$ cat config.mk
export PLATFORM = sky130hd
export DESIGN_NAME = operating_mode_controller
export DESIGN_NICKNAME = d
export VERILOG_FILES = /design/src/design/opmode_pkg.sv /design/src/design/operating_mode_controller.sv
export SDC_FILE = /design/constraint.sdc
export NUM_CORES = 1
export LEC_CHECK = 0
export ABC_CLOCK_PERIOD_IN_PS = 2590
export BUFFER_PORTS_ARGS = -buffer_cell sky130_fd_sc_hd__buf_4
export CAP_MARGIN = 10
export CORE_UTILIZATION = 53
export CTS_CLUSTER_SIZE = 12
export DETAILED_ROUTE_END_ITERATION = 7
export PLACE_DENSITY = 0.74
export SETUP_SLACK_MARGIN = 0.02
export SLEW_MARGIN = 20
export SYNTH_ARGS = -nofsm -noshare
export SYNTH_HDL_FRONTEND = slang
export SYNTH_SLANG_ARGS = --single-unit
$ cat constraint.sdc
create_clock -name i_clk -period 2.59 [get_ports i_clk]
set_input_delay 0 -clock i_clk [delete_from_list [all_inputs] [get_ports i_clk]]
set_output_delay 0 -clock i_clk [all_outputs]
set_load 0.005 [all_outputs]
$ cat src/design/opmode_pkg.sv
// constants, register map and mode encoding of the operating-mode controller
// assumes one main system clock at 125 MHz and a synchronous chip reset
package opmode_pkg;
  // ==========================================================
  // register map
  localparam logic [15:0] addr_stop_ctrl = 16'h0038;
  localparam logic [15:0] addr_clk_ctrl = 16'h0039;
  localparam logic [15:0] addr_tb_ctrl = 16'h0036;
  localparam logic [15:0] addr_mode_stat = 16'h003a;
  // ==========================================================
  // stop_mode_control fields
  localparam int stop_bit = 7;
  localparam int release_method_bit_bit = 6;
  localparam int return_mode_bit_bit = 5;
  localparam int stop_output_hold_bit_bit = 4;
  localparam int wut_lsb = 2;
  localparam logic [7:0] stop_ctrl_rst = 8'h00;
  localparam logic [7:0] stop_ctrl_mask = 8'hfc;
  // ==========================================================
  // clock_mode_control fields
  localparam int xen_bit = 7;
  localparam int xten_bit = 6;
  localparam int sysck_bit = 5;
  localparam int idle_bit = 4;
  localparam int timing_gen_halt_bit_bit = 2;
  localparam logic [7:0] clk_ctrl_rst = 8'h80;
  localparam logic [7:0] clk_ctrl_mask = 8'hf4;
  // ==========================================================
  // time_base_control fields
  localparam int tben_bit = 7;
  localparam int tbck_lsb = 0;
  localparam logic [7:0] tb_ctrl_rst = 8'h00;
  localparam logic [7:0] tb_ctrl_mask = 8'h83;
  // ==========================================================
  // timing
  localparam int clk_mhz = 125;
  localparam int mcycle_states = 4;
  localparam int warm_fast0_us = 12288;
  localparam int warm_fast1_us = 4096;
  localparam int warm_fast2_us = 1024;
  localparam int warm_fast3_us = 256;
  localparam int warm_slow0_us = 750000;
  localparam int warm_slow_run_fastosc_off_us = 250000;
  localparam int warm_slow_run_fastosc_on_us = 62500;
  localparam int warm_slow3_us = 15625;
  localparam int warm_fast0_cyc = warm_fast0_us * clk_mhz;
  localparam int warm_fast1_cyc = warm_fast1_us * clk_mhz;
  localparam int warm_fast2_cyc = warm_fast2_us * clk_mhz;
  localparam int warm_fast3_cyc = warm_fast3_us * clk_mhz;
  localparam int warm_slow0_cyc = warm_slow0_us * clk_mhz;
  localparam int warm_slow_run_fastosc_off_cyc = warm_slow_run_fastosc_off_us * clk_mhz;
  localparam int warm_slow_run_fastosc_on_cyc = warm_slow_run_fastosc_on_us * clk_mhz;
  localparam int warm_slow3_cyc = warm_slow3_us * clk_mhz;
  // ==========================================================
  // operating modes
  typedef enum logic [11:0] {
    fast_run_single = 12'h001,
    fast_run_dual = 12'h002,
    fast_idle_single = 12'h004,
    fast_idle_dual = 12'h008,
    gated_fast_idle = 12'h010,
    slow_run_fastosc_on = 12'h020,
    slow_run_fastosc_off = 12'h040,
    slow_idle_fastosc_on = 12'h080,
    slow_idle_fastosc_off = 12'h100,
    gated_slow_idle = 12'h200,
    stop_mode = 12'h400,
    warmup_mode = 12'h800
  } mode_t;
endpackage

$ cat src/design/operating_mode_controller.sv
// operating-mode controller: run, idle, slow, gated idle, stop and warm-up
// assumes cpu strobes synchronous to i_clk, pins already synchronised
`timescale 1ns/100ps
// Summary of operation
// fast idle dual halts cpu and watchdog, returns to fast run dual
// slow idle fast-osc-off halts cpu, watchdog, fast osc; returns slow off
// slow off run and idle stop the low divider stages one to six
// slow idle fast-osc-on equals slow idle off but fast osc runs
// timing-gen halt bit in slow run enters gated slow idle
// gated idle ends on falling edge of selected time-base tap
// gated idle ignores time-base enable; irq taken only when all enabled
// time-base enabled at gated entry sets irq latch after return
// stop turns oscillators off, halts everything, keeps state
// stop bit write starts stop; stop pin releases; resume after warm-up
// release-method bit 0 edge release, 1 level release
// return-mode bit 0 fast run, 1 slow run fast osc off
// output-hold bit 0 ports high impedance in stop, 1 keep driving
// software sets return-mode bit to match the mode it stops from
// reset ends stop and returns to single-clock fast run
// stop control bits 0 and 1 read undefined
// output-hold 0 in stop forces port inputs to zero
// key wakeup release needs level release method
// rising-edge stop release must not enable key wakeup sources
// stop puts the shared stop pin port into high impedance
// machine cycle lasts four main system clock periods
// non-gated idle release clears the cpu-halt bit
// gated idle release clears the timing-gen halt bit
// warm-up count selected by two-bit field holds operation
// mode tracked by state machine moved by writes, wakes, reset
module operating_mode_controller import opmode_pkg::*; #(
  parameter int warm_fast0 = warm_fast0_cyc,
  parameter int warm_fast1 = warm_fast1_cyc,
  parameter int warm_fast2 = warm_fast2_cyc,
  parameter int warm_fast3 = warm_fast3_cyc,
  parameter int warm_slow0 = warm_slow0_cyc,
  parameter int warm_slow_run_fastosc_off = warm_slow_run_fastosc_off_cyc,
  parameter int warm_slow_run_fastosc_on = warm_slow_run_fastosc_on_cyc,
  parameter int warm_slow3 = warm_slow3_cyc
) (
  input wire logic i_clk,
  input wire logic i_rst_n,
  input wire logic i_ce,
  input wire logic [15:0] i_addr,
  input wire logic [7:0] i_wdata,
  input wire logic i_wr,
  input wire logic i_rd,
  output logic [7:0] o_rdata,
  input wire logic i_stop_pin,
  input wire logic i_key_wake,
  input wire logic i_wake_irq,
  input wire logic [3:0] i_tb_taps,
  input wire logic i_master_int_en,
  input wire logic i_tb_irq_en,
  output logic o_cpu_halt,
  output logic o_wdt_halt,
  output logic o_periph_clk_en,
  output logic o_tbt_clk_en,
  output logic o_fast_osc_en,
  output logic o_slow_osc_en,
  output logic o_main_clk_slow,
  output logic o_div_low_stop,
  output logic o_port_hiz,
  output logic o_port_in_zero,
  output logic o_shared_pin_hiz,
  output logic o_tb_irq_set,
  output logic o_tb_irq_take,
  output logic o_mcycle_tick,
  output logic [11:0] o_mode
);
  // ==========================================================
  // helpers
  function automatic mode_t run_of(input logic [7:0] c);
    if (!c[sysck_bit]) begin
      run_of = c[xten_bit] ? fast_run_dual : fast_run_single;
    end else begin
      run_of = c[xen_bit] ? slow_run_fastosc_on : slow_run_fastosc_off;
    end
  endfunction

  function automatic logic [26:0] warm_of(input logic [1:0] w,
                                          input logic slow);
    logic [31:0] v;
    v = 32'h0;
    case ({slow, w})
      3'h0: v = warm_fast0;
      3'h1: v = warm_fast1;
      3'h2: v = warm_fast2;
      3'h3: v = warm_fast3;
      3'h4: v = warm_slow0;
      3'h5: v = warm_slow_run_fastosc_off;
      3'h6: v = warm_slow_run_fastosc_on;
      default: v = warm_slow3;
    endcase
    warm_of = v[26:0];
  endfunction

  // ==========================================================
  // state
  mode_t state_reg, state_next;
  logic [7:0] stop_ctrl_reg, stop_ctrl_next;
  logic [7:0] clk_ctrl_reg, clk_ctrl_next;
  logic [7:0] tb_ctrl_reg, tb_ctrl_next;
  logic [26:0] warm_reg, warm_next;
  logic [1:0] mc_reg;
  logic pin_prev_reg, tap_prev_reg, tben_entry_reg;

  // ==========================================================
  // decode
  wire wr_stop = i_wr && i_addr == addr_stop_ctrl;
  wire wr_clk = i_wr && i_addr == addr_clk_ctrl;
  wire wr_tb = i_wr && i_addr == addr_tb_ctrl;
  wire release_method_bit = stop_ctrl_reg[release_method_bit_bit];
  wire return_mode_bit = stop_ctrl_reg[return_mode_bit_bit];
  wire stop_output_hold_bit = stop_ctrl_reg[stop_output_hold_bit_bit];
  wire [1:0] warmup_select = stop_ctrl_reg[wut_lsb +: 2];
  wire [1:0] tbck = tb_ctrl_reg[tbck_lsb +: 2];
  wire tben = tb_ctrl_reg[tben_bit];
  wire tap_now = i_tb_taps[tbck];
  wire tb_fall = tap_prev_reg && !tap_now;
  wire edge_rel = i_stop_pin && !pin_prev_reg;
  wire level_rel = i_stop_pin || i_key_wake;
  wire release_ev = release_method_bit ? level_rel : edge_rel;
  wire is_run = state_reg inside {fast_run_single, fast_run_dual,
    slow_run_fastosc_on, slow_run_fastosc_off};
  wire is_idle = state_reg inside {fast_idle_single, fast_idle_dual,
    slow_idle_fastosc_on, slow_idle_fastosc_off};
  wire is_gated = state_reg inside {gated_fast_idle, gated_slow_idle};
  wire is_slow = state_reg inside {slow_run_fastosc_on,
    slow_run_fastosc_off, slow_idle_fastosc_on, slow_idle_fastosc_off,
    gated_slow_idle};
  wire idle_exit = is_idle && i_wake_irq;
  wire gated_exit = is_gated && tb_fall;
  // last count cycle returns, so warm-up lasts exactly the loaded count
  wire warm_done = state_reg == warmup_mode && warm_reg <= 27'h1;
  wire start_stop = is_run && stop_ctrl_reg[stop_bit];
  wire in_stop = state_reg inside {stop_mode, warmup_mode};

  // ==========================================================
  // mode machine
  always_comb begin
    state_next = state_reg;
    warm_next = warm_reg;
    case (state_reg)
      fast_run_single, fast_run_dual,
      slow_run_fastosc_on, slow_run_fastosc_off: begin
        if (start_stop) begin
          // level release with pin already high skips stop_mode and goes straight to warm-up
          state_next = (release_method_bit && i_stop_pin) ? warmup_mode : stop_mode;
          warm_next = warm_of(warmup_select, return_mode_bit);
        end else if (clk_ctrl_reg[timing_gen_halt_bit_bit]) begin
          state_next = clk_ctrl_reg[sysck_bit] ? gated_slow_idle
                                               : gated_fast_idle;
        end else if (clk_ctrl_reg[idle_bit]) begin
          case (state_reg)
            fast_run_single: state_next = fast_idle_single;
            fast_run_dual: state_next = fast_idle_dual;
            slow_run_fastosc_on: state_next = slow_idle_fastosc_on;
            default: state_next = slow_idle_fastosc_off;
          endcase
        end else begin
          state_next = run_of(clk_ctrl_reg);
        end
      end
      fast_idle_single, fast_idle_dual,
      slow_idle_fastosc_on, slow_idle_fastosc_off: begin
        if (i_wake_irq) begin
          state_next = run_of(clk_ctrl_reg);
        end
      end
      gated_fast_idle: begin
        if (tb_fall) begin
          state_next = run_of(clk_ctrl_reg);
        end
      end
      gated_slow_idle: begin
        if (tb_fall) begin
          state_next = slow_run_fastosc_off;
        end
      end
      stop_mode: begin
        if (release_ev) begin
          state_next = warmup_mode;
        end
      end
      warmup_mode: begin
        if (warm_reg <= 27'h1) begin

          state_next = return_mode_bit ? slow_run_fastosc_off : run_of(clk_ctrl_next);
        end else begin
          warm_next = warm_reg - 27'h1;
        end
      end
      default: state_next = fast_run_single;
    endcase
  end

  // ==========================================================
  // register next values, hardware effects beside software writes
  always_comb begin
    stop_ctrl_next = stop_ctrl_reg;
    clk_ctrl_next = clk_ctrl_reg;
    tb_ctrl_next = tb_ctrl_reg;
    if (wr_stop) begin
      stop_ctrl_next = i_wdata & stop_ctrl_mask;
    end
    if (wr_clk) begin
      clk_ctrl_next = i_wdata & clk_ctrl_mask;
    end
    if (wr_tb) begin
      tb_ctrl_next = i_wdata & tb_ctrl_mask;
    end
    if (idle_exit) begin
      clk_ctrl_next[idle_bit] = 1'b0;
    end
    if (gated_exit) begin
      clk_ctrl_next[timing_gen_halt_bit_bit] = 1'b0;
      if (state_reg == gated_slow_idle) begin
        clk_ctrl_next[xen_bit] = 1'b0;
      end
    end
    if (warm_done) begin
      stop_ctrl_next[stop_bit] = 1'b0;
      clk_ctrl_next[sysck_bit] = return_mode_bit;
      if (return_mode_bit) begin
        clk_ctrl_next[xen_bit] = 1'b0;
      end
    end
  end

  // ==========================================================
  // read mux; bits 1:0 of stop control are stored as zero
  logic [7:0] rd_mux;
  assign rd_mux = (i_addr == addr_stop_ctrl) ? stop_ctrl_reg :
                  (i_addr == addr_clk_ctrl) ? clk_ctrl_reg :
                  (i_addr == addr_tb_ctrl) ? tb_ctrl_reg :
                  (i_addr == addr_mode_stat) ? {4'h0, state_reg[11:8]} |
                    {7'h0, |state_reg[7:0]} : 8'h00;

  // ==========================================================
  // output decode
  wire n_stop = state_next inside {stop_mode, warmup_mode};
  wire n_halt = !(state_next inside {fast_run_single, fast_run_dual,
    slow_run_fastosc_on, slow_run_fastosc_off});
  wire n_gated = state_next inside {gated_fast_idle, gated_slow_idle};
  wire n_slow_off = state_next inside {slow_run_fastosc_off,
    slow_idle_fastosc_off, gated_slow_idle};
  wire n_fast_osc = !n_slow_off &&
    !(state_next == stop_mode) &&
    !(state_next == warmup_mode && return_mode_bit);
  wire n_slow_osc = clk_ctrl_next[xten_bit] &&
    !(state_next == stop_mode);
  wire n_slow_clk = state_next inside {slow_run_fastosc_on,
    slow_run_fastosc_off, slow_idle_fastosc_on, slow_idle_fastosc_off,
    gated_slow_idle};

  // ==========================================================
  // sequential
  always_ff @(posedge i_clk) begin
    if (!i_rst_n) begin
      state_reg <= fast_run_single;
      stop_ctrl_reg <= stop_ctrl_rst;
      clk_ctrl_reg <= clk_ctrl_rst;
      tb_ctrl_reg <= tb_ctrl_rst;
      warm_reg <= 27'h0;
      mc_reg <= 2'h0;
      pin_prev_reg <= 1'b0;
      tap_prev_reg <= 1'b0;
      tben_entry_reg <= 1'b0;
      o_rdata <= 8'h00;
      o_cpu_halt <= 1'b0;
      o_wdt_halt <= 1'b0;
      o_periph_clk_en <= 1'b1;
      o_tbt_clk_en <= 1'b1;
      o_fast_osc_en <= 1'b1;
      o_slow_osc_en <= 1'b0;
      o_main_clk_slow <= 1'b0;
      o_div_low_stop <= 1'b0;
      o_port_hiz <= 1'b0;
      o_port_in_zero <= 1'b0;
      o_shared_pin_hiz <= 1'b0;
      o_tb_irq_set <= 1'b0;
      o_tb_irq_take <= 1'b0;
      o_mcycle_tick <= 1'b0;
      o_mode <= 12'h001;
    end else if (i_ce) begin
      state_reg <= state_next;
      stop_ctrl_reg <= stop_ctrl_next;
      clk_ctrl_reg <= clk_ctrl_next;
      tb_ctrl_reg <= tb_ctrl_next;
      warm_reg <= warm_next;
      pin_prev_reg <= i_stop_pin;
      tap_prev_reg <= tap_now;
      if (is_run && clk_ctrl_reg[timing_gen_halt_bit_bit]) begin
        tben_entry_reg <= tben;
      end
      // machine cycle counts only while the cpu runs
      mc_reg <= n_halt ? 2'h0 : mc_reg + 2'h1;
      o_mcycle_tick <= !n_halt && mc_reg == 2'(mcycle_states - 1);
      o_rdata <= i_rd ? rd_mux : 8'h00;
      o_cpu_halt <= n_halt;
      o_wdt_halt <= n_halt;
      o_periph_clk_en <= !n_gated && !n_stop;
      o_tbt_clk_en <= !n_stop;
      o_fast_osc_en <= n_fast_osc;
      o_slow_osc_en <= n_slow_osc;
      o_main_clk_slow <= n_slow_clk;
      o_div_low_stop <= n_slow_off;
      o_port_hiz <= n_stop && !stop_output_hold_bit;
      o_port_in_zero <= n_stop && !stop_output_hold_bit;
      o_shared_pin_hiz <= n_stop;
      o_tb_irq_set <= gated_exit && tben_entry_reg;
      o_tb_irq_take <= i_master_int_en && i_tb_irq_en && tben;
      o_mode <= state_next;
    end
  end
endmodule

==> results of run 1 <==
==> metal layers <==
metal	up-vias	track usage (%)	part of all wire [%]
li1	2439	-	-
met1	2518	41.4	42
met2	222	56.8	50
met3	33	5.61	5.9
met4	0	12.9	2.2
met5	-	0	0
==> area by class of cell <==
| cell class | instances | area [µm²] |
|---|---|---|
| Timing Repair Buffer | 121 | 968 |
| Fill cell | 700 | 2760 |
| Multi-Input combinational cell | 469 | 2990 |
| Clock inverter | 6 | 116 |
| Sequential cell | 78 | 1560 |
| Clock buffer | 10 | 138 |
| Inverter | 14 | 52.6 |
| Tap cell | 108 | 135 |
==> power by group <==
| group | switching [W] | internal, W | total [W] |
|---|---|---|---|
| combinational | 0.000169 | 0.000149 | 0.000318 |
| sequential | 0.0000200 | 0.00122 | 0.00124 |
| clock | 0.000508 | 0.000673 | 0.00118 |
==> critical path, cell delays in order (launching register included) <==
cell,delay (ns)
sky130_fd_sc_hd__dfxtp_1,0.39
sky130_fd_sc_hd__nor4_1,0.43
sky130_fd_sc_hd__nand2_1,0.24
sky130_fd_sc_hd__buf_4,0.22
sky130_fd_sc_hd__o31ai_4,0.26
sky130_fd_sc_hd__o2111ai_2,0.24
sky130_fd_sc_hd__a22oi_1,0.46
sky130_fd_sc_hd__a311o_1,0.26
==> cells in the final DEF, fill, tap and decap left out, drive strengths merged, types with 5 or more instances in the layout <==
cell	n
nand3	23
xor2	6
nor2	70
dfxtp	78
o221a	8
a31oi	7
a211oi	7
or4	5
nand2	49
inv	14
nor3	14
o21ai	49
and3	8
nor2b	7
nor4	26
o31ai	5
nor3b	5
o21a	5
buf	107
nand3b	5
nand4	12
and2	6
mux2i	15
dlygate4sd3	14
clkbuf	10
a21oi	58
nand2b	10
==> stage by stage <==
stage	util [%]	area, µm²	setup slack [ns]
2_1_floorplan	-	4790	0.339
3_3_place_gp	63.4	5530	0.0762
3_5_place_dp	63.4	5530	0.0599
4_1_cts	68.1	5940	0.0213
5_1_grt	68.4	5960	-0.0100
6_report	68.4	5960	0.0239
==> cell usage after synthesis (3+ instances only) <==
| cell type | n | area share, % |
|---|---|---|
| sky130_fd_sc_hd__o211ai_1 | 3 | 0.47 |
| sky130_fd_sc_hd__o31ai_1 | 4 | 0.63 |
| sky130_fd_sc_hd__inv_1 | 13 | 1.0 |
| sky130_fd_sc_hd__ha_1 | 3 | 0.78 |
| sky130_fd_sc_hd__or2_2 | 3 | 0.39 |
| sky130_fd_sc_hd__nand4_1 | 12 | 1.6 |
| sky130_fd_sc_hd__a21oi_1 | 55 | 5.7 |
| sky130_fd_sc_hd__dfxtp_1 | 78 | 33 |
| sky130_fd_sc_hd__a211oi_1 | 7 | 1.1 |
| sky130_fd_sc_hd__nor3_1 | 13 | 1.4 |
| sky130_fd_sc_hd__nor2_1 | 69 | 5.4 |
| sky130_fd_sc_hd__o2bb2ai_1 | 3 | 0.55 |
| sky130_fd_sc_hd__o21ai_2 | 3 | 0.55 |
| sky130_fd_sc_hd__xor2_1 | 6 | 1.1 |
| sky130_fd_sc_hd__buf_4 | 5 | 0.78 |
| sky130_fd_sc_hd__nor4_1 | 22 | 2.9 |
| sky130_fd_sc_hd__nand2_1 | 48 | 3.8 |
| sky130_fd_sc_hd__o221a_1 | 3 | 0.70 |
| sky130_fd_sc_hd__o21a_1 | 4 | 0.63 |
| sky130_fd_sc_hd__nand3_1 | 23 | 2.4 |
| sky130_fd_sc_hd__a41oi_1 | 4 | 0.73 |
| sky130_fd_sc_hd__nand3b_1 | 5 | 0.78 |
| sky130_fd_sc_hd__and3_1 | 8 | 1.0 |
| sky130_fd_sc_hd__clkbuf_1 | 27 | 2.1 |
| sky130_fd_sc_hd__buf_1 | 3 | 0.23 |
| sky130_fd_sc_hd__nor3b_1 | 5 | 0.78 |
| sky130_fd_sc_hd__buf_6 | 3 | 0.70 |
| sky130_fd_sc_hd__nor4bb_1 | 3 | 0.63 |
| sky130_fd_sc_hd__o21ai_0 | 43 | 4.5 |
| sky130_fd_sc_hd__a31oi_1 | 7 | 0.91 |
| sky130_fd_sc_hd__nand2b_1 | 10 | 1.3 |
| sky130_fd_sc_hd__nor4_4 | 4 | 1.8 |
| sky130_fd_sc_hd__a21oi_2 | 3 | 0.55 |
| sky130_fd_sc_hd__a2bb2oi_1 | 3 | 0.55 |
| sky130_fd_sc_hd__and2_1 | 6 | 0.78 |
| sky130_fd_sc_hd__o221a_2 | 5 | 1.2 |
| sky130_fd_sc_hd__a32oi_1 | 3 | 0.55 |
| sky130_fd_sc_hd__nor2b_1 | 7 | 0.91 |
| sky130_fd_sc_hd__or4_1 | 3 | 0.47 |
| sky130_fd_sc_hd__or3_1 | 4 | 0.52 |
| sky130_fd_sc_hd__mux2i_1 | 15 | 3.1 |
| sky130_fd_sc_hd__nor4b_1 | 3 | 0.55 |
| sky130_fd_sc_hd__buf_2 | 5 | 0.52 |
| sky130_fd_sc_hd__a22oi_1 | 4 | 0.63 |
==> kinds of logic after synthesis <==
family | count (synthesis) | share of synthesized area [%]
flip-flops | 78 | 32.6
multiplexers | 17 | 3.84
AND/OR/NAND/NOR | 259 | 29.8
buffers and inverters | 58 | 5.77
adder cells (fa/ha/maj) | 3 | 0.783
XOR/XNOR | 6 | 1.10
AO/OA/AOI/OAI | 184 | 26.1
==> worst max-delay path by stage <==
| stage | start | end | slack, ns | cells past startpoint |
|---|---|---|---|---|
| global route | state_reg[5]$_SDFFE_PN0P_ | o_wdt_halt$_SDFFE_PN0P_ | -0.01 | 8 |
| CTS | warm_reg[13]$_SDFFE_PN0P_ | o_fast_osc_en$_SDFFE_PN1P_ | 0.02 | 7 |
| floorplan | warm_reg[1]$_SDFFE_PN0P_ | o_fast_osc_en$_SDFFE_PN1P_ | 0.34 | 7 |
| detailed placement | warm_reg[8]$_SDFFE_PN0P_ | o_fast_osc_en$_SDFFE_PN1P_ | 0.06 | 7 |
| finish | warm_reg[8]$_SDFFE_PN0P_ | o_fast_osc_en$_SDFFE_PN1P_ | 0.02 | 7 |
| global placement | warm_reg[13]$_SDFFE_PN0P_ | o_main_clk_slow$_SDFFE_PN0P_ | 0.08 | 7 |
==> timing repair <==
| action | 4_1_cts | 5_1_grt |
|---|---|---|
| pin swaps | 0 | 1 |
| hold buffers | 14 | 0 |
| endpoints found under the hold margin | 20 | 0 |
| buffers inserted | 0 | 0 |
| gates resized for setup | 2 | 6 |
| endpoints found under the setup margin | 3 | 32 |
==> summary.md, run 1 <==
| Metric | Value |
|---|---|
| Result of the run | `finished clean` |
| Setup Total Neg Slack | `0 ns` |
| Final worst hold slack | `about 0.028 ns` |
| Synthesized netlist cell count | `just over 600` |
| Post-synthesis cell area | `0.00479 mm²` |
| Post-DR wirelength/cell | `about 19 µm` |
| R2R Setup Slk | `between 0.02 and 0.025 ns` |
| Endpoint class of the critical path | `register` |
| Y dimension of the die | `between 90 and 100 µm` |
| Post-route non-filler standard cell count | `between 800 and 900` |
| Endpoints failing setup | `0` |
| Type of the most critical hold path | `primary input to register` |
| Signal arrival time at the worst endpoint | `about 2.9 ns` |
| Pin count of the biggest net entering global routing | `36` |
| Proportion of layout cells with a drive suffix above 1 | `a little under a quarter` |
| # DRC | `0` |
| Die Area | `about 0.0094 mm²` |
| Worst reg2reg path depth | `7` |
| Clock buffer count from CTS | `9` |
| Max-capacitance violation count | `0` |
| Data required, critical path | `between 2 and 3 ns` |
| Startpoint class of the critical path | `register` |
| Number of standard-cell rows in the floorplan | `34` |
| Part of the cycle the worst path needs | `~100%` |
| Die W | `just under 100 µm` |
| Tmin final | `~2.6 ns` |
| Overall power of the completed layout | `0.00274 W` |
| All-layer global routing usage | `33.2%` |
| Clk slew on worst S/H paths | `roughly 0.09 ns` |
| Initial standard-cell utilization of the core | `roughly 55%` |
| Via count of the first global-routing pass | `~5000` |
| Final routed wirelength across all metal layers | `roughly 15000 µm` |
| Number of buffers between clock root and the deepest sink | `2` |
| Min-Delay Path Depth | `4` |
| Relative max-transition margin | `between 50% and 60%` |
| DRC violation total after the first TritonRoute iteration | `303` |
| Startpoint of the lowest-slack register-to-register path | `warm_reg[8]$_SDFFE_PN0P_` |
| Placed cell count | `about 780` |
| Post-route antenna net violation count | `0` |
| CP max FO | `7` |
| Number of diodes added for antenna fixing | `0` |
| Top Ports | `72` |
| CTS tree | `done` |
| Placer's final routability congestion estimate | `~0.93` |
| Synth Register Bits | `78` |
| Synth-to-Final Area Change | `24.4%` |
| Synthesized area divided by synthesized cell count | `slightly below 8 µm²` |
| Layout Nets | `~730` |
| Port Buffers | `a little over 70` |
| Clock H-tree levels | `3` |
| Crit Reg-Reg Endpoint | `o_fast_osc_en$_SDFFE_PN1P_` |
| Kind of critical path | `register to register` |
| Achievable frequency | `390 MHz` |
| Insertion delay to the later sink of the worst-skew pair | `between 0.3 and 0.4 ns` |
| Global-route wire length before repair | `roughly 25000 µm` |
| Post-detail-place hpwl | `between 10000 and 15000 µm` |
| Clock tree root driver cell | `sky130_fd_sc_hd__clkbuf_8` |
| Core Area | `between 0.008 and 0.009 mm²` |
| Number of nets produced by synthesis | `between 600 and 700` |
| Pin slew with the least headroom to its limit | `about 0.7 ns` |
| Sequential cell area fraction in the yosys report | `about a third` |
| Unrepaired setup endpoints after global routing | `yes` |
| Number of hold violations in the final report | `0` |
| Worst hold path endpoint | `state_reg[7]$_SDFFE_PN0P_` |
| Pwr/cell area | `approximately 460 mW/mm²` |
| Global route overflow | `0` |
| Share of synthesized flip-flops with an asynchronous set or reset | `0%` |
| Via density per instance | `roughly 6.5` |
| Worst hold path startpoint | `i_wake_irq` |
| Number of detailed-routing iterations run before antenna repair | `6` |
| Max Slew Vio Count | `0` |
| Number of distinct library cells after synthesis | `~80` |
| Total number of clock tree sinks | `around 80` |
| Max VDD drop | `around 0.37 mV` |
| Setup Skew | `approximately 0.012 ns` |
| Number of antenna violations at the first check in global routing | `0` |
| Main synth FF type | `sky130_fd_sc_hd__dfxtp_1` |
| Number of enable-type register cells in the synthesized netlist | `0` |
| Yosys Warn Count | `0` |
| Number of vias after detailed routing | `5212` |
| Leak | `between 2 and 2.5 nW` |
| Flip-flop count of the largest register after layout | `27` |
No activity file was read; power rests on OpenSTA's default activity.
==> inputs of run 2 (changes only) <==
Settings changed: ABC_CLOCK_PERIOD_IN_PS 2590 to 2300, CORE_UTILIZATION 53 to 52, PLACE_DENSITY 0.74 to 0.76.
Clock period 2.59 ns to 2.3 ns, I/O delays scaled along.
==> run 2 against run 1 <==
Compared with the run above: the run now ends with setup timing left; design area is 12% higher; first-iteration DRC count grew 68%; final cell count increased by 7.7%; die area rose by 1.9%; sequential share of layout area fell by 2.8 points; critical path type unchanged.
==> summary.md, run 2 (same netlist as run 1, synthesis figures left out) <==
| Metric | Value |
|---|---|
| DP Area | `0.00596 mm² (was 0.00553 mm²)` |
| Cell chain of the critical path | `or4_4 > nand4b_4 > o31a_1 > buf_6 > o21ai_4 > buf_12 > a21oi_1 > o221a_2 (was nor4_1 > nand2_1 > buf_4 > o31ai_4 > o2111ai_2 > a22oi_1 > a311o_1)` |
| Worst hold path startpoint | `i_ce (was i_wake_irq)` |
| Kind of critical path | `register to register (unchanged)` |
| # DRC | `0 (unchanged)` |
| Number of vias after detailed routing | `5732 (was 5212)` |
| Number of detailed-routing iterations run before antenna repair | `5 (was 6)` |
| All-layer global routing usage | `34.1% (was 33.2%)` |
| DRC violation total after the first TritonRoute iteration | `509 (was 303)` |
| Setup Skew | `0.0134 ns (was 0.0123 ns)` |
| Kind of cell adding the most delay to the critical path | `compound AO/OA/AOI/OAI gates (unchanged)` |
| Max Slew Vio Count | `0 (unchanged)` |
| Clock buffer count from CTS | `9 (unchanged)` |
| Number of antenna violations at the first check in global routing | `0 (unchanged)` |
| Unrepaired setup endpoints after global routing | `yes (unchanged)` |
| Final setup margin | `-0.0437 ns (was 0.0239 ns)` |
| Synth-to-Final Area Change | `39.9% (was 24.4%)` |
| Global route overflow | `0 (unchanged)` |
| Die W | `98.0 µm (was 97.1 µm)` |
| Startpoint of the lowest-slack register-to-register path | `warm_reg[22]$_SDFFE_PN0P_ (was warm_reg[8]$_SDFFE_PN0P_)` |
| Layout Nets | `796 (was 734)` |
| Crit-path max cell delay | `0.54 ns (was 0.46 ns)` |
| Number of diodes added for antenna fixing | `0 (unchanged)` |
| Max-capacitance violation count | `0 (unchanged)` |
| Final routed wirelength across all metal layers | `17200 µm (was 15400 µm)` |
| Area occupied by multi-input gates | `0.00321 mm² (was 0.00299 mm²)` |
| Achievable frequency | `427 MHz (was 390 MHz)` |
| Violated checks | `setup timing` |
| Post-route non-filler standard cell count | `868 (was 806)` |
| Post-route antenna net violation count | `0 (unchanged)` |
| Post-DR wirelength/cell | `19.9 µm (was 19.1 µm)` |
| Number of standard-cell rows in the floorplan | `34 (unchanged)` |
| Proportion of layout cells with a drive suffix above 1 | `34.7% (was 23.6%)` |
| Initial standard-cell utilization of the core | `54.4% (was 55.0%)` |
| Number of buffers between clock root and the deepest sink | `2 (unchanged)` |
| Y dimension of the die | `98.0 µm (was 97.1 µm)` |
| Post-detail-place hpwl | `11500 µm (was 10900 µm)` |
| Top Ports | `72 (unchanged)` |
| Total non-filler cell area in the finished layout | `0.00671 mm² (was 0.00596 mm²)` |
| Placed cell count | `829 (was 776)` |
| Clk slew on worst S/H paths | `0.10 ns (was 0.09 ns)` |
| Max VDD drop | `0.300 mV (was 0.365 mV)` |
| Clock H-tree levels | `3 (unchanged)` |
| Total number of clock tree sinks | `78 (unchanged)` |
| Endpoints failing setup | `4 (was 0)` |
| Most frequent cells in the layout | `156 x sky130_fd_sc_hd__buf_4, 74 x sky130_fd_sc_hd__dfxtp_1, 69 x sky130_fd_sc_hd__nor2_1, 47 x sky130_fd_sc_hd__nand2_1, 46 x sky130_fd_sc_hd__a21oi_1 (was 105 x sky130_fd_sc_hd__buf_4, 78 x sky130_fd_sc_hd__dfxtp_1, 69 x sky130_fd_sc_hd__nor2_1, 55 x sky130_fd_sc_hd__a21oi_1, 48 x sky130_fd_sc_hd__nand2_1)` |
| Global-route wire length before repair | `26200 µm (was 25200 µm)` |
| Via count of the first global-routing pass | `5425 (was 5015)` |
| Type of the most critical hold path | `primary input to register (unchanged)` |
| Worst hold path endpoint | `state_reg[7]$_SDFFE_PN0P_ (unchanged)` |
| R2R Setup Slk | `-0.04 ns (was 0.02 ns)` |
| Number of hold violations in the final report | `0 (unchanged)` |
| Most common cell after layout, fill and taps aside | `sky130_fd_sc_hd__buf_4 (unchanged)` |
| Core Area | `0.00881 mm² (was 0.00872 mm²)` |
| Clock tree root driver cell | `sky130_fd_sc_hd__clkbuf_8 (unchanged)` |
| Combined buffer and inverter count along the critical path | `2 (was 1)` |
| Crit Reg-Reg Endpoint | `warm_reg[10]$_SDFFE_PN0P_ (was o_fast_osc_en$_SDFFE_PN1P_)` |
| Seq. cell area | `0.00157 mm² (was 0.00156 mm²)` |
| Flip-flop count of the largest register after layout | `27 (unchanged)` |
| Pwr/cell area | `440 mW/mm² (was 459 mW/mm²)` |
| Tmin final | `2.34 ns (was 2.57 ns)` |
| Relative max-transition margin | `53.1% (was 54.6%)` |
| Pin count of the biggest net entering global routing | `35 (was 36)` |
| Result of the run | `finished with violations (was finished clean)` |
| Pin slew with the least headroom to its limit | `0.703 ns (was 0.681 ns)` |
| CP max FO | `14 (was 7)` |
| CTS tree | `done (unchanged)` |
| Die Area | `0.00961 mm² (was 0.00943 mm²)` |
| Insertion delay to the later sink of the worst-skew pair | `0.36 ns (was 0.37 ns)` |
| Endpoint class of the critical path | `register (unchanged)` |
| Part of the cycle the worst path needs | `102% (was 99.1%)` |
| Signal arrival time at the worst endpoint | `2.60 ns (was 2.87 ns)` |
| Data required, critical path | `2.56 ns (was 2.90 ns)` |
| Port Buffers | `71 (unchanged)` |
| Fillcell total | `610 (was 700)` |
| Startpoint class of the critical path | `register (unchanged)` |
| Min-Delay Path Depth | `3 (was 4)` |
| Via density per instance | `6.60 (was 6.47)` |
| Critical-path top delay cell | `sky130_fd_sc_hd__or4_4 (was sky130_fd_sc_hd__a22oi_1)` |
| Leak | `2.66 nW (was 2.30 nW)` |
| CP Launch Point | `warm_reg[22]$_SDFFE_PN0P_ (was warm_reg[8]$_SDFFE_PN0P_)` |
| Worst reg2reg path depth | `8 (was 7)` |
| Placer's final routability congestion estimate | `0.957 (was 0.934)` |
==> run 2: changes by cell type in the layout (fill, tap and decap cells not counted), sizes merged <==
cell / change
buf: +60
inv: +3
bufinv: -2
clkbuf: +2
clkinv: -1
clkinvlp: +1
dlygate4sd3: -1
==> run 2: metrics by stage <==
stage | util (%) | total power [W] | hold WS (ns) | TNS (ns) | setup slack, ns
floorplan | - | 0.00159 | 0.139 | 0 | 0.0492
global placement | 67.6 | 0.00177 | 0.238 | -0.0931 | -0.0865
detailed placement | 67.6 | 0.00178 | 0.248 | -0.178 | -0.143
CTS | 71.8 | 0.00288 | 0.0688 | 0 | 0.0201
global route | 76.1 | 0.00301 | 0.0957 | -0.896 | -0.0864
finish | 76.1 | 0.00295 | 0.0853 | -0.0827 | -0.0437
==> run 2: final cells by class <==
| class | count | share of cell area (%) |
|---|---|---|
| Clock inverter | 7 | 1.19 |
| Sequential cell | 78 | 23.4 |
| Timing Repair Buffer | 183 | 22.9 |
| Clock buffer | 9 | 1.85 |
| Tap cell | 108 | 2.02 |
| Inverter | 14 | 0.784 |
| Multi-Input combinational cell | 469 | 47.9 |
==> run 2: report_power, final <==
part	switching, W	internal (W)	total, W
registers	0.0000222	0.00137	0.00139
clock network	0.000616	0.000520	0.00114
logic	0.000219	0.000199	0.000418
==> run 2: routing by layer <==
layer	routed length (µm)	GRT usage, %	part of all wire (%)
met1	6720	42.9	39
met2	8260	57.4	48
met3	1690	5.23	9.8
met4	568	15.5	3.3
met5	0	0	0
==> run 2: worst reg2reg max path: stages, from the launching register on <==
cell and delay [ns]:
sky130_fd_sc_hd__dfxtp_2 0.33, sky130_fd_sc_hd__or4_4 0.54, sky130_fd_sc_hd__nand4b_4 0.20, sky130_fd_sc_hd__o31a_1 0.30
sky130_fd_sc_hd__buf_6 0.14, sky130_fd_sc_hd__o21ai_4 0.22, sky130_fd_sc_hd__buf_12 0.18, sky130_fd_sc_hd__a21oi_1 0.06
sky130_fd_sc_hd__o221a_2 0.27
==> run 2: how the worst max path moves through the flow <==
| stage | end | depth (start not counted) |
|---|---|---|
| 3_5_place_dp | o_port_in_zero$_SDFFE_PN0P_ | 7 |
| 4_1_cts | o_periph_clk_en$_SDFFE_PN1P_ | 9 |
| 2_1_floorplan | o_fast_osc_en$_SDFFE_PN1P_ | 7 |
| 6_report | warm_reg[10]$_SDFFE_PN0P_ | 8 |
| 3_3_place_gp | o_port_in_zero$_SDFFE_PN0P_ | 7 |
| 5_1_grt | warm_reg[10]$_SDFFE_PN0P_ | 8 |
==> run 2: what timing repair did <==
action	4_1_cts	5_1_grt
hold endpoints to repair	17	0
gates resized for setup	7	58
setup buffers	1	7
gates cloned	0	3
hold buffers	13	0
setup endpoints to repair	11	46
pin swaps	0	22
==> inputs of run 3 (changes only) <==
--- a/config.mk
+++ b/config.mk
@@ -14,3 +14,3 @@
 export PLACE_DENSITY = 0.76
-export SETUP_SLACK_MARGIN = 0.02
+export SETUP_SLACK_MARGIN = 0.3
 export SLEW_MARGIN = 20
--- a/constraint.sdc
+++ b/constraint.sdc
@@ -3,2 +3,2 @@
 set_output_delay 0 -clock i_clk [all_outputs]
-set_load 0.005 [all_outputs]
+set_load 0.1 [all_outputs]
==> run 3 against run 2 <==
Compared with the run above: the run ends with DRC, setup timing left; worst setup slack worse by 0.0096 ns; clock power fell by 9.6%; core utilization grew 2.7 points; non-clock buffer count is 16 lower; clock skew shrank 0.00068 ns; count of clock-buffer cells in the layout did not move; wire length grew 8.3%; total power grew 2.7%; register-to-register slack barely moved; highest routed layer unchanged.
==> summary.md, run 3 (same netlist as run 1, synthesis figures left out) <==
| Metric | Value |
|---|---|
| Result of the run | `finished with violations (unchanged)` |
| Violated checks | `DRC, setup timing (was setup timing)` |
| Global-route wire length before repair | `27100 µm (was 26200 µm)` |
| Core Area | `0.00881 mm² (unchanged)` |
| Top Ports | `72 (unchanged)` |
| Synth-to-Final Area Change | `44.8% (was 39.9%)` |
| Die Area | `0.00961 mm² (unchanged)` |
| Initial standard-cell utilization of the core | `54.4% (unchanged)` |
| Startpoint class of the critical path | `register (unchanged)` |
| Total number of clock tree sinks | `78 (unchanged)` |
| Signal arrival time at the worst endpoint | `2.62 ns (was 2.60 ns)` |
| Internal power consumption | `0.00201 W (was 0.00209 W)` |
| Via density per instance | `6.87 (was 6.60)` |
| Post-route non-filler standard cell count | `855 (was 868)` |
| Leak | `2.64 nW (was 2.66 nW)` |
| Kind of critical path | `register to register (unchanged)` |
| # DRC | `2 (was 0)` |
| Sequential cell fraction of total power | `46.0% (was 47.3%)` |
| Crit-path max cell delay | `0.53 ns (was 0.54 ns)` |
| Clock H-tree levels | `3 (unchanged)` |
| Die W | `98.0 µm (unchanged)` |
| Post-detail-place hpwl | `10900 µm (was 11500 µm)` |
| Kind of cell adding the most delay to the critical path | `simple AND/OR/NAND/NOR gates (was compound AO/OA/AOI/OAI gates)` |
| Via count of the first global-routing pass | `5445 (was 5425)` |
| Global route overflow | `0 (unchanged)` |
| Combined buffer and inverter count along the critical path | `2 (unchanged)` |
| Final routed wirelength across all metal layers | `18700 µm (was 17200 µm)` |
| Number of diodes added for antenna fixing | `0 (unchanged)` |
| Clock tree root driver cell | `sky130_fd_sc_hd__clkbuf_8 (unchanged)` |
| DP Area | `0.00583 mm² (was 0.00596 mm²)` |
| DRC violation total after the first TritonRoute iteration | `825 (was 509)` |
| Pwr/cell area | `436 mW/mm² (was 440 mW/mm²)` |
| Clock buffer count from CTS | `9 (unchanged)` |
| Met3 usage | `9.02% (was 5.23%)` |
| Clk slew on worst S/H paths | `0.10 ns (about the same)` |
| Final worst hold slack | `0.0187 ns (was 0.0853 ns)` |
| Proportion of layout cells with a drive suffix above 1 | `39.8% (was 34.7%)` |
| Total non-filler cell area in the finished layout | `0.00694 mm² (was 0.00671 mm²)` |
| Most frequent cells in the layout | `136 x sky130_fd_sc_hd__buf_4, 66 x sky130_fd_sc_hd__nor2_1, 64 x sky130_fd_sc_hd__dfxtp_1, 46 x sky130_fd_sc_hd__nand2_1, 38 x sky130_fd_sc_hd__a21oi_1 (was 156 x sky130_fd_sc_hd__buf_4, 74 x sky130_fd_sc_hd__dfxtp_1, 69 x sky130_fd_sc_hd__nor2_1, 47 x sky130_fd_sc_hd__nand2_1, 46 x sky130_fd_sc_hd__a21oi_1)` |
| Max Slew Vio Count | `0 (unchanged)` |
| Placed cell count | `803 (was 829)` |
| CP max FO | `3 (was 14)` |
| Power share of the combinational group | `19.9% (was 14.2%)` |
| Share of total power consumed by net switching | `33.5% (was 29.1%)` |
| Number of antenna violations at the first check in global routing | `0 (unchanged)` |
| Post-route antenna net violation count | `0 (unchanged)` |
| Met1 layer usage reported by global route | `44.9% (was 42.9%)` |
| Achievable frequency | `425 MHz (was 427 MHz)` |
| Most common cell after layout, fill and taps aside | `sky130_fd_sc_hd__buf_4 (unchanged)` |
| Data required, critical path | `2.56 ns (about the same)` |
| Port Buffers | `71 (unchanged)` |
| Unrepaired setup endpoints after global routing | `yes (unchanged)` |
| Setup Skew | `0.0127 ns (was 0.0134 ns)` |
| Post-place setup slack | `-0.171 ns (was -0.143 ns)` |
| Type of the most critical hold path | `primary input to register (unchanged)` |
| Setup Total Neg Slack | `-0.229 ns (was -0.0827 ns)` |
| Relative max-transition margin | `41.4% (was 53.1%)` |
| Endpoints failing setup | `5 (was 4)` |
| All-layer global routing usage | `35.3% (was 34.1%)` |
| Number of standard-cell rows in the floorplan | `34 (unchanged)` |
| Layout Nets | `783 (was 796)` |
| Critical-path top delay cell | `sky130_fd_sc_hd__or4_4 (unchanged)` |
| Cell chain of the critical path | `or4_4 > nand4b_4 > buf_6 > o31ai_4 > a41oi_2 > nor4_2 > buf_4 > a31oi_1 (was or4_4 > nand4b_4 > o31a_1 > buf_6 > o21ai_4 > buf_12 > a21oi_1 > o221a_2)` |
| Pin count of the biggest net entering global routing | `40 (was 35)` |
| Part of the cycle the worst path needs | `102% (about the same)` |
| Clock power share | `34.1% (was 38.5%)` |
| Final setup margin | `-0.0533 ns (was -0.0437 ns)` |
| Met2 GRT Util | `55.9% (was 57.4%)` |
| Placer's final routability congestion estimate | `0.969 (was 0.957)` |
| Post-DR wirelength/cell | `21.8 µm (was 19.9 µm)` |
| Y dimension of the die | `98.0 µm (unchanged)` |
| Layer carrying the most global-route usage | `met2 (unchanged)` |
| Insertion delay to the later sink of the worst-skew pair | `0.37 ns (was 0.36 ns)` |
| Number of detailed-routing iterations run before antenna repair | `8 (was 5)` |
| CTS tree | `done (unchanged)` |
| Max-capacitance violation count | `0 (unchanged)` |
| Max VDD drop | `0.319 mV (was 0.300 mV)` |
| Sw power | `0.00101 W (was 0.000858 W)` |
| Number of buffers between clock root and the deepest sink | `2 (unchanged)` |
| Flip-flop count of the largest register after layout | `27 (unchanged)` |
| Pin slew with the least headroom to its limit | `0.855 ns (was 0.703 ns)` |
| Number of hold violations in the final report | `0 (unchanged)` |
| Number of vias after detailed routing | `5871 (was 5732)` |
| Endpoint class of the critical path | `register (unchanged)` |
| Tmin final | `2.35 ns (was 2.34 ns)` |
## run 3: cell types whose count changed in the layout (fill, tap and decap cells not counted), sizes merged
| cell | previous run | this run |
|---|---|---|
| buf | 167 | 154 |
| clkbuf | 12 | 9 |
| o21a | 5 | 8 |
| bufinv | 1 | 0 |
| clkinv | 2 | 3 |
## run 3: final timing paths
path / from / end / slack (ns) / cells after the start
max: warm_reg[23]$_SDFFE_PN0P_ / o_main_clk_slow$_SDFFE_PN0P_ / -0.05 / 8
min: i_wake_irq / state_reg[7]$_SDFFE_PN0P_ / 0.02 / 4
max reg2reg: warm_reg[23]$_SDFFE_PN0P_ / o_main_clk_slow$_SDFFE_PN0P_ / -0.05 / 8
min reg2reg: o_rdata[7]$_SDFFE_PN0P_ / o_rdata[7]$_SDFFE_PN0P_ / 0.47 / 2
## run 3: timing repair
item,in CTS,in global routing
setup buffers,13,5
pin swaps,37,31
endpoints found under the hold margin,17,0
gates resized for setup,59,69
endpoints found under the setup margin,53,58
cloned,5,0
hold buffers,13,0
## run 3: metal layers
layer | vias to the layer above | wire length [µm]
met5 | - | 0
met4 | 0 | 889
met3 | 131 | 2210
met2 | 493 | 8680
met1 | 2705 | 6880
li1 | 2542 | -
## run 3: worst min-delay path, delay by kind of cell
family / cells / cell delay [ns]
and+or+nand+nor: 1 / 0.07
AOI/OAI and AO/OA: 2 / 0.15
buffers and inverters: 1 / 0.14
## run 3: stage by stage
step	power (W)	utilization [%]
after floorplan	0.00171	-
after global placement	0.00186	66.2
after detailed placement	0.00187	66.2
after CTS	0.00292	74.8
after global routing	0.00310	78.8
final	0.00303	78.8
## run 3: area by class of cell
class                   instances  area, µm²
multi-input cells             472       3550
fillers                       554       1860
flip-flops and latches         78       1610
repair buffers                167       1410
well taps                     108        135
clock buffers                   9        124
clock inverters                 7       65.1
inverters                      14       52.6
## run 3: power by group through the flow
stage / Sequential [W] / Combinational, W / Clock [W]
after floorplan: 0.00151 / 0.000196 / 0
after global placement: 0.00142 / 0.000445 / 0
after detailed placement: 0.00142 / 0.000449 / 0
after CTS: 0.00139 / 0.000514 / 0.00102
after global routing: 0.00139 / 0.000624 / 0.00108
final: 0.00139 / 0.000602 / 0.00103
